### config.mk
export PLATFORM = sky130hd
export DESIGN_NAME = socket_dma_config
export DESIGN_NICKNAME = d
export VERILOG_FILES = /design/src/hw/socket_dma_pkg.sv /design/src/hw/dma_width_pacer.sv /design/src/hw/socket_dma_config.sv
export SDC_FILE = /design/constraint.sdc
export NUM_CORES = 1
export LEC_CHECK = 0
export BUFFER_PORTS_ARGS = -buffer_cell sky130_fd_sc_hd__buf_2
export CAP_MARGIN = 0
export CORE_MARGIN = 2
export CORE_UTILIZATION = 45
export CTS_CLUSTER_DIAMETER = 50
export DETAILED_ROUTE_END_ITERATION = 10
export HOLD_SLACK_MARGIN = 0.1
export PLACE_DENSITY = 0.72
export SLEW_MARGIN = 20
export SYNTH_ARGS = -nofsm -noshare
export SYNTH_HDL_FRONTEND = slang
export SYNTH_SLANG_ARGS = --single-unit
### constraint.sdc
create_clock -name mclk -period 5.22 [get_ports mclk]
set_input_delay 1.044 -clock mclk [delete_from_list [all_inputs] [get_ports mclk]]
set_output_delay 1.044 -clock mclk [all_outputs]
set_load 0.01 [all_outputs]
### src/hw/socket_dma_pkg.sv
// Package: register map, field layout and encodings of the socket DMA configuration.
// Assumes configuration accesses arrive as dword-aligned byte offsets.
package socket_dma_pkg;
    localparam logic [7:0]  REQ_SELECT_OFFSET  = 8'h94;
    localparam logic [7:0]  BASE_CTRL_OFFSET   = 8'h98;
    localparam logic [31:0] REG_RESET          = 32'h0000_0000;

    // Request-select layout
    localparam int          REQ_PIN_LSB        = 0;
    localparam int          REQ_PIN_MSB        = 1;

    // Base and control layout
    localparam int          DECODE_EN_BIT      = 0;
    localparam int          WIDTH_LSB          = 1;
    localparam int          WIDTH_MSB          = 2;
    localparam int          EXT_ADDR_BIT       = 3;
    localparam int          BASE_LSB           = 4;
    localparam int          BASE_MSB           = 15;
    localparam int          BASE_LO_MSB        = 7;
    localparam int          BASE_HI_LSB        = 8;

    // Byte lanes of the configuration write
    localparam int          BE_LOW_LANE        = 0;
    localparam int          BE_HIGH_LANE       = 1;

    typedef enum logic [1:0] {
        PIN_NONE     = 2'b00,
        PIN_SPEAKER  = 2'b01,
        PIN_IO_WIDTH = 2'b10,
        PIN_INPUT_ACK = 2'b11
    } request_pin_e;

    typedef enum logic [1:0] {
        WIDTH_8      = 2'b00,
        WIDTH_16     = 2'b01,
        WIDTH_RSVD_A = 2'b10,
        WIDTH_RSVD_B = 2'b11
    } card_width_e;

    localparam logic [15:0] UPPER_ADDR_ZERO    = 16'h0000;
    localparam logic [3:0]  WINDOW_LOW_ZERO    = 4'h0;
    localparam int          NUM_SOCKETS        = 2;
endpackage

### src/hw/dma_width_pacer.sv
// Splits each prefetched 32-bit PCI dword into card-side units of at most 16 bits.
// Assumes the card side pulses unit_done once per completed card transfer.
`timescale 1ns/1ps
module dma_width_pacer
    import socket_dma_pkg::*;
(
    // Clock and reset
    input  wire logic        mclk,
    input  wire logic        nrst,
    // Prefetch side
    input  wire logic        pf_valid,
    input  wire logic [31:0] pf_data,
    output logic             pf_ready,
    // Configuration
    input  wire logic [1:0]  width_sel,
    // Card side
    output logic             unit_valid,
    output logic [15:0]      unit_data,
    input  wire logic        unit_done
);
    logic [31:0] hold_reg;
    logic [2:0]  left_reg;
    logic        wide_reg;

    // Units per dword: two halves at 16 bits, four bytes at 8 bits
    function automatic logic [2:0] units_for(input logic [1:0] w);
        units_for = (w == WIDTH_16) ? 3'd2 : 3'd4;
    endfunction

    always_ff @(posedge mclk or negedge nrst) begin
        if (!nrst) begin
            hold_reg <= REG_RESET;
            left_reg <= 3'd0;
            wide_reg <= 1'b0;
        end else if (left_reg == 3'd0) begin
            if (pf_valid) begin
                hold_reg <= pf_data;
                left_reg <= units_for(width_sel);
                wide_reg <= (width_sel == WIDTH_16);
            end
        end else if (unit_done) begin
            // Shift next unit down; never more than 16 bits per card cycle
            hold_reg <= wide_reg ? {16'h0000, hold_reg[31:16]} : {8'h00, hold_reg[31:8]};
            left_reg <= left_reg - 3'd1;
        end
    end

    always_comb begin
        pf_ready   = (left_reg == 3'd0);
        unit_valid = (left_reg != 3'd0);
        unit_data  = wide_reg ? hold_reg[15:0] : {8'h00, hold_reg[7:0]};
    end
endmodule

### src/hw/socket_dma_config.sv
// Socket DMA configuration for both socket functions: request pin select,
// card transfer width, distributed DMA window decode and PCI dword prefetch pacing.
// Assumes a simple single-cycle configuration port per function and synchronous inputs.
`timescale 1ns/1ps
module socket_dma_config
    import socket_dma_pkg::*;
(
    // Clock and global reset
    input  wire logic        mclk,
    input  wire logic        nrst,
    // Configuration port
    input  wire logic        cfg_func,
    input  wire logic [7:0]  cfg_addr,
    input  wire logic        cfg_wr,
    input  wire logic        cfg_rd,
    input  wire logic [3:0]  cfg_be,
    input  wire logic [31:0] cfg_wdata,
    output logic [31:0]      cfg_rdata,
    output logic             cfg_hit,
    // PCI I/O address compare
    input  wire logic        io_valid,
    input  wire logic [31:0] io_addr,
    output logic [1:0]       distributed_dma_hit,
    // Card request pins per socket
    input  wire logic [1:0]  card_speaker_pin,
    input  wire logic [1:0]  card_io_width_pin,
    input  wire logic [1:0]  card_input_ack_pin,
    output logic [1:0]       card_dma_request,
    // Prefetch and card data for socket selected by xfer_sock
    input  wire logic        xfer_sock,
    input  wire logic        pf_valid,
    input  wire logic [31:0] pf_data,
    output logic             pf_ready,
    output logic             unit_valid,
    output logic [15:0]      unit_data,
    output logic             unit_wide,
    input  wire logic        unit_done
);
    logic [1:0]  request_pin_select_reg  [NUM_SOCKETS];
    logic [11:0] distributed_dma_window_base_reg    [NUM_SOCKETS];
    logic [1:0]  card_transfer_width_reg [NUM_SOCKETS];
    logic        distributed_dma_decode_enable_reg  [NUM_SOCKETS];
    logic [31:0] cfg_rdata_next;
    logic        cfg_hit_next;
    logic        pf_ready_w;
    logic        unit_valid_w;
    logic [15:0] unit_data_w;
    logic        pacer_done;
    logic [1:0]  sel_width;
    logic        take_now;
    logic        take_wide_reg;

    function automatic logic [31:0] read_req(input logic [1:0] pin);
        read_req = {30'h0000_0000, pin};
    endfunction

    function automatic logic [31:0] read_base(input logic [11:0] base, input logic [1:0] w, input logic en);
        read_base = {16'h0000, base, 1'b0, w, en};
    endfunction

    // One write decode shared by both registers
    function automatic logic wr_hit(input logic wr, input logic [7:0] addr, input logic [7:0] offset);
        wr_hit = wr && (addr == offset);
    endfunction

    // Pick the requested pin; 00 leaves the socket without DMA
    function automatic logic pick_pin(input logic [1:0] sel, input logic spk, input logic iow, input logic ack);
        case (sel)
            PIN_SPEAKER:   pick_pin = spk;
            PIN_IO_WIDTH:  pick_pin = iow;
            PIN_INPUT_ACK: pick_pin = ack;
            default:       pick_pin = 1'b0;
        endcase
    endfunction

    // Only nrst (global reset) clears these; no soft reset source exists here
    always_ff @(posedge mclk or negedge nrst) begin
        if (!nrst) begin
            for (int s = 0; s < NUM_SOCKETS; s++) begin
                request_pin_select_reg[s] <= PIN_NONE;
            end
        end else if (wr_hit(cfg_wr, cfg_addr, REQ_SELECT_OFFSET) && cfg_be[BE_LOW_LANE]) begin
            request_pin_select_reg[cfg_func] <= cfg_wdata[REQ_PIN_MSB:REQ_PIN_LSB];
        end
    end

    always_ff @(posedge mclk or negedge nrst) begin
        if (!nrst) begin
            for (int s = 0; s < NUM_SOCKETS; s++) begin
                distributed_dma_window_base_reg[s]    <= 12'h000;
                card_transfer_width_reg[s] <= WIDTH_8;
                distributed_dma_decode_enable_reg[s]  <= 1'b0;
            end
        end else if (wr_hit(cfg_wr, cfg_addr, BASE_CTRL_OFFSET)) begin
            // Bit 3 and bits 31-16 have no storage, so writes there vanish
            if (cfg_be[BE_LOW_LANE]) begin
                distributed_dma_window_base_reg[cfg_func][BASE_LO_MSB-BASE_LSB:0] <= cfg_wdata[BASE_LO_MSB:BASE_LSB];
                card_transfer_width_reg[cfg_func]   <= cfg_wdata[WIDTH_MSB:WIDTH_LSB];
                distributed_dma_decode_enable_reg[cfg_func]    <= cfg_wdata[DECODE_EN_BIT];
            end
            if (cfg_be[BE_HIGH_LANE]) begin
                distributed_dma_window_base_reg[cfg_func][BASE_MSB-BASE_LSB:BASE_HI_LSB-BASE_LSB] <=
                    cfg_wdata[BASE_MSB:BASE_HI_LSB];
            end
        end
    end

    always_comb begin
        cfg_rdata_next = REG_RESET;
        cfg_hit_next   = 1'b0;
        if (cfg_rd) begin
            case (cfg_addr)
                REQ_SELECT_OFFSET: begin
                    cfg_rdata_next = read_req(request_pin_select_reg[cfg_func]);
                    cfg_hit_next   = 1'b1;
                end
                BASE_CTRL_OFFSET: begin
                    cfg_rdata_next = read_base(distributed_dma_window_base_reg[cfg_func],
                                               card_transfer_width_reg[cfg_func],
                                               distributed_dma_decode_enable_reg[cfg_func]);
                    cfg_hit_next   = 1'b1;
                end
                default: begin
                    cfg_rdata_next = REG_RESET;
                    cfg_hit_next   = 1'b0;
                end
            endcase
        end
    end

    always_ff @(posedge mclk or negedge nrst) begin
        if (!nrst) begin
            cfg_rdata <= REG_RESET;
            cfg_hit   <= 1'b0;
        end else begin
            cfg_rdata <= cfg_rdata_next;
            cfg_hit   <= cfg_hit_next;
        end
    end

    // Window compare: upper 16 bits must be zero, low nibble included in the match
    // Both sockets compare every cycle; overlapping windows may hit together
    always_ff @(posedge mclk or negedge nrst) begin
        if (!nrst) begin
            distributed_dma_hit <= 2'b00;
        end else begin
            for (int s = 0; s < NUM_SOCKETS; s++) begin
                distributed_dma_hit[s] <= io_valid && distributed_dma_decode_enable_reg[s]
                               && io_addr[31:16] == UPPER_ADDR_ZERO
                               && io_addr[15:0] == {distributed_dma_window_base_reg[s], WINDOW_LOW_ZERO};
            end
        end
    end

    always_ff @(posedge mclk or negedge nrst) begin
        if (!nrst) begin
            card_dma_request <= 2'b00;
        end else begin
            // Select 00 parks the request low whatever the card pins do
            for (int s = 0; s < NUM_SOCKETS; s++) begin
                card_dma_request[s] <= pick_pin(request_pin_select_reg[s], card_speaker_pin[s],
                                                card_io_width_pin[s], card_input_ack_pin[s]);
            end
        end
    end

    assign sel_width  = card_transfer_width_reg[xfer_sock];
    // Take only on the registered ready that the far side has already seen
    assign take_now   = pf_valid && pf_ready;
    // Registered outputs lag pacer by a cycle; accept done only on a shown unit
    assign pacer_done = unit_done && unit_valid && unit_valid_w;

    dma_width_pacer u_pacer (
        .mclk       (mclk),
        .nrst       (nrst),
        .pf_valid   (take_now),
        .pf_data    (pf_data),
        .pf_ready   (pf_ready_w),
        .width_sel  (sel_width),
        .unit_valid (unit_valid_w),
        .unit_data  (unit_data_w),
        .unit_done  (pacer_done)
    );

    // Width of the dword in flight, caught at the take so a later change
    // of xfer_sock or of the width field cannot relabel its units
    always_ff @(posedge mclk or negedge nrst) begin
        if (!nrst) begin
            take_wide_reg <= 1'b0;
        end else if (take_now) begin
            take_wide_reg <= (sel_width == WIDTH_16);
        end
    end

    always_ff @(posedge mclk or negedge nrst) begin
        if (!nrst) begin
            pf_ready   <= 1'b0;
            unit_valid <= 1'b0;
            unit_data  <= 16'h0000;
            unit_wide  <= 1'b0;
        end else begin
            pf_ready   <= pf_ready_w && !take_now;
            unit_valid <= unit_valid_w && !pacer_done;
            unit_data  <= unit_data_w;
            unit_wide  <= take_wide_reg;
        end
    end
endmodule

==> results.sh <==
export IMPL_grt_overflow=0
export IMPL_die_y_um=110
export IMPL_p_per_area_mw_per_mm2=402
export IMPL_routed_wl_mm=11.0
export IMPL_clkTransAtPathRegs_ns=0.09
export IMPL_critPathMaxFanout=8
export IMPL_syn_area_per_cell_um2=11.4
export IMPL_power_mw=2.46
export IMPL_synth_ff_type="dfrtp_1"
export IMPL_crit_arrival_ns=3.10
export IMPL_yosys_area_share_adder_pct=0.496
export IMPL_vias=3653
export IMPL_cap_violations=0
export IMPL_finClkSkew_ns=0.0130
export IMPL_tns_ns=0
export IMPL_grt_pass1_vias=3573
export IMPL_syn_inst=442
export IMPL_ys_async_sr_fraction_pct=100
export IMPL_outcome="complete, no violations"
export IMPL_cp_start_kind="input pin"
export IMPL_period_share_pct=54.6
export IMPL_leakage_nw=3.15
export IMPL_hold_class="reg2reg"
export IMPL_drt_vias_per_instance=5.08
export IMPL_whs_ns=0.383
export IMPL_fin_crit_ns=2.85
export IMPL_fin_util_pct=56.1
export IMPL_grt_max_degree=74
export IMPL_postCtsSetupBuffers=0
export IMPL_place_inst=703
export IMPL_synth_most_common_cell="dfrtp_1"
export IMPL_root_buffer="clkbuf_8"
export IMPL_synth_area_mm2=0.00504
export IMPL_criticalPathCategory="in2reg"
export IMPL_synth_top_family_by_area="multiplexers"
export IMPL_drt_iter0_markers=225
export IMPL_io_pins=179
export IMPL_dpl_worst_slack_ns=2.01
export IMPL_setup_viol=0
export IMPL_fin_ws_ns=2.37
export IMPL_ir_worst_vdd_v=0.000262
export IMPL_fin_area_mm2=0.00610
export IMPL_drive_gt1_share_pct=35.1
export IMPL_fmax_mhz=351
export IMPL_ys_warn_count=0
export IMPL_cp_required_ns=5.47
export IMPL_port_buffers=142
export IMPL_ys_seq_area_share_pct=54.6
export IMPL_place_area_mm2=0.00581
export IMPL_final_cells=719
export IMPL_antennaDiodeCount=0
export IMPL_synth_area_top_cells="dfrtp_1, mux2_2, mux2i_1"
export IMPL_synth_common_cells="dfrtp_1, nand2_1, mux2_2"
export IMPL_num_rows=38
export IMPL_cp_end_kind="register"
export IMPL_drc=0
export IMPL_clockBufferDepth=2
export IMPL_worst_pin_slew_ns=1.03
export IMPL_initial_core_util_pct=46.3
export IMPL_synth_compound_area_share_pct=8.06
export IMPL_antenna_found_initial=1
export IMPL_die_w_um=110
export IMPL_synth_edf_count=0
export IMPL_dieArea_mm2=0.0121
export IMPL_cts_max_level=3
export IMPL_cts_sinks=110
export IMPL_largest_reg_flops=32
export IMPL_globalplace_congestion=0.851
export IMPL_ctsHoldBuffers=0
export IMPL_core_mm2=0.0109
export IMPL_grt_use_total_pct=19.0
export IMPL_wire_per_inst_um=15.3
export IMPL_netlist_area_leader_share_pct=54.6
export IMPL_maxSlewHeadroom_pct=31.5
export IMPL_synth_simple_area_share_pct=13.5
export IMPL_first_pass_iters=4
export IMPL_ctsResizeCount=0
export IMPL_finalHoldViolCount=0
export IMPL_area_delta_synth_final_pct=21.0
export IMPL_synthMuxAreaShare_pct=14.4
export IMPL_insertion_delay_ns=0.37
export IMPL_synth_seq_cells=110
export IMPL_grt_setup_unrepaired="no"
export IMPL_synth_top_area_cell="dfrtp_1"
export IMPL_synthXorXnorAreaFrac_pct=4.17
export IMPL_dp_hpwl_mm=8.00
export IMPL_tritoncts="yes"
export IMPL_antenna_left=0
export IMPL_numCtsBuffers=9
export IMPL_synth_cell_types=36
export IMPL_finalMaxSlewViolations=0
export IMPL_nets=699
export IMPL_grt_pass1_wl_mm=17.6
-- kinds of logic after synthesis --
logic type,after synthesis
muxes,68
buffers and inverters,44
xor gates and xnor gates,24
other,1
adders and majority gates,2
DFF,110
and+or+nand+nor,121
AOI/OAI and AO/OA,72
-- worst max-delay path: stages --
cell and delay (ns):
buf_2 0.09, or4b_1 0.77, nor4_4 0.77, mux2_2 0.41
-- power breakdown --
| group | internal [mW] | total (mW) | switching [mW] | leakage (nW) |
|---|---|---|---|---|
| Combinational | 0.261 | 0.637 | 0.376 | 1.51 |
| Clock | 0.418 | 0.710 | 0.292 | 0.144 |
| Sequential | 1.01 | 1.11 | 0.101 | 1.49 |
-- cell type report --
type | instances | area, µm²
multi-input combinational | 304 | 2130
timing repair buffer | 145 | 736
fill | 989 | 4780
inverter | 4 | 15.0
clock inverter | 7 | 168
clock buffer | 9 | 124
tap | 140 | 175
sequential | 110 | 2750
-- placed cells by master (no fill, tap or decap) --
cell type	synthesis	layout
nor4_1	9	9
o21a_1	1	1
nor4b_4	1	1
buf_2	3	141
nor3_1	2	2
xnor2_1	8	8
buf_4	17	4
or4b_1	1	1
o21ai_0	28	28
clkbuf_8	0	9
nor3b_1	9	9
ha_1	2	2
nand2b_1	3	3
nand4_1	4	4
o22ai_1	2	2
mux2i_1	33	33
conb_1	1	17
clkinv_4	0	1
and2_1	8	8
bufinv_16	0	5
a21oi_1	28	28
mux2_2	35	35
inv_6	0	1
and4b_1	2	2
a22o_1	9	9
a31oi_4	0	1
nor2b_4	0	1
nor4_4	4	4
a2bb2oi_1	1	1
nand3b_1	2	2
dfrtp_1	110	110
nor2_1	32	32
nand3_1	6	6
nand2_1	36	36
xor2_1	16	16
nor4b_1	1	1
inv_1	4	4
a31oi_1	3	2
-- layer usage --
metal | global-route usage, % | part of all wire [%] | up-vias
li1 | - | - | 1769
met1 | 27.0 | 46 | 1787
met2 | 28.7 | 47 | 80
met3 | 3.20 | 4.2 | 17
met4 | 8.14 | 2.3 | 0
met5 | 0 | 0 | -
-- path summary, 6_finish.rpt --
check                           slack, ns                 from  depth (start not counted)                                  to
worst max register to register       3.09  u_pacer.left_reg[0]                          6                 u_pacer.hold_reg[7]
worst min register to register       0.38  u_pacer.hold_reg[3]                          0                        unit_data[3]
max in group asynchronous            3.38                 nrst                          2                        unit_data[9]
min in group asynchronous            0.79                 nrst                          1                 card_dma_request[1]
worst min-delay path                 0.38  u_pacer.hold_reg[3]                          0                        unit_data[3]
worst max-delay path                 2.37          cfg_addr[1]                          4  distributed_dma_window_base_reg[8]
Note: power is estimated with default switching activity, not from simulation.
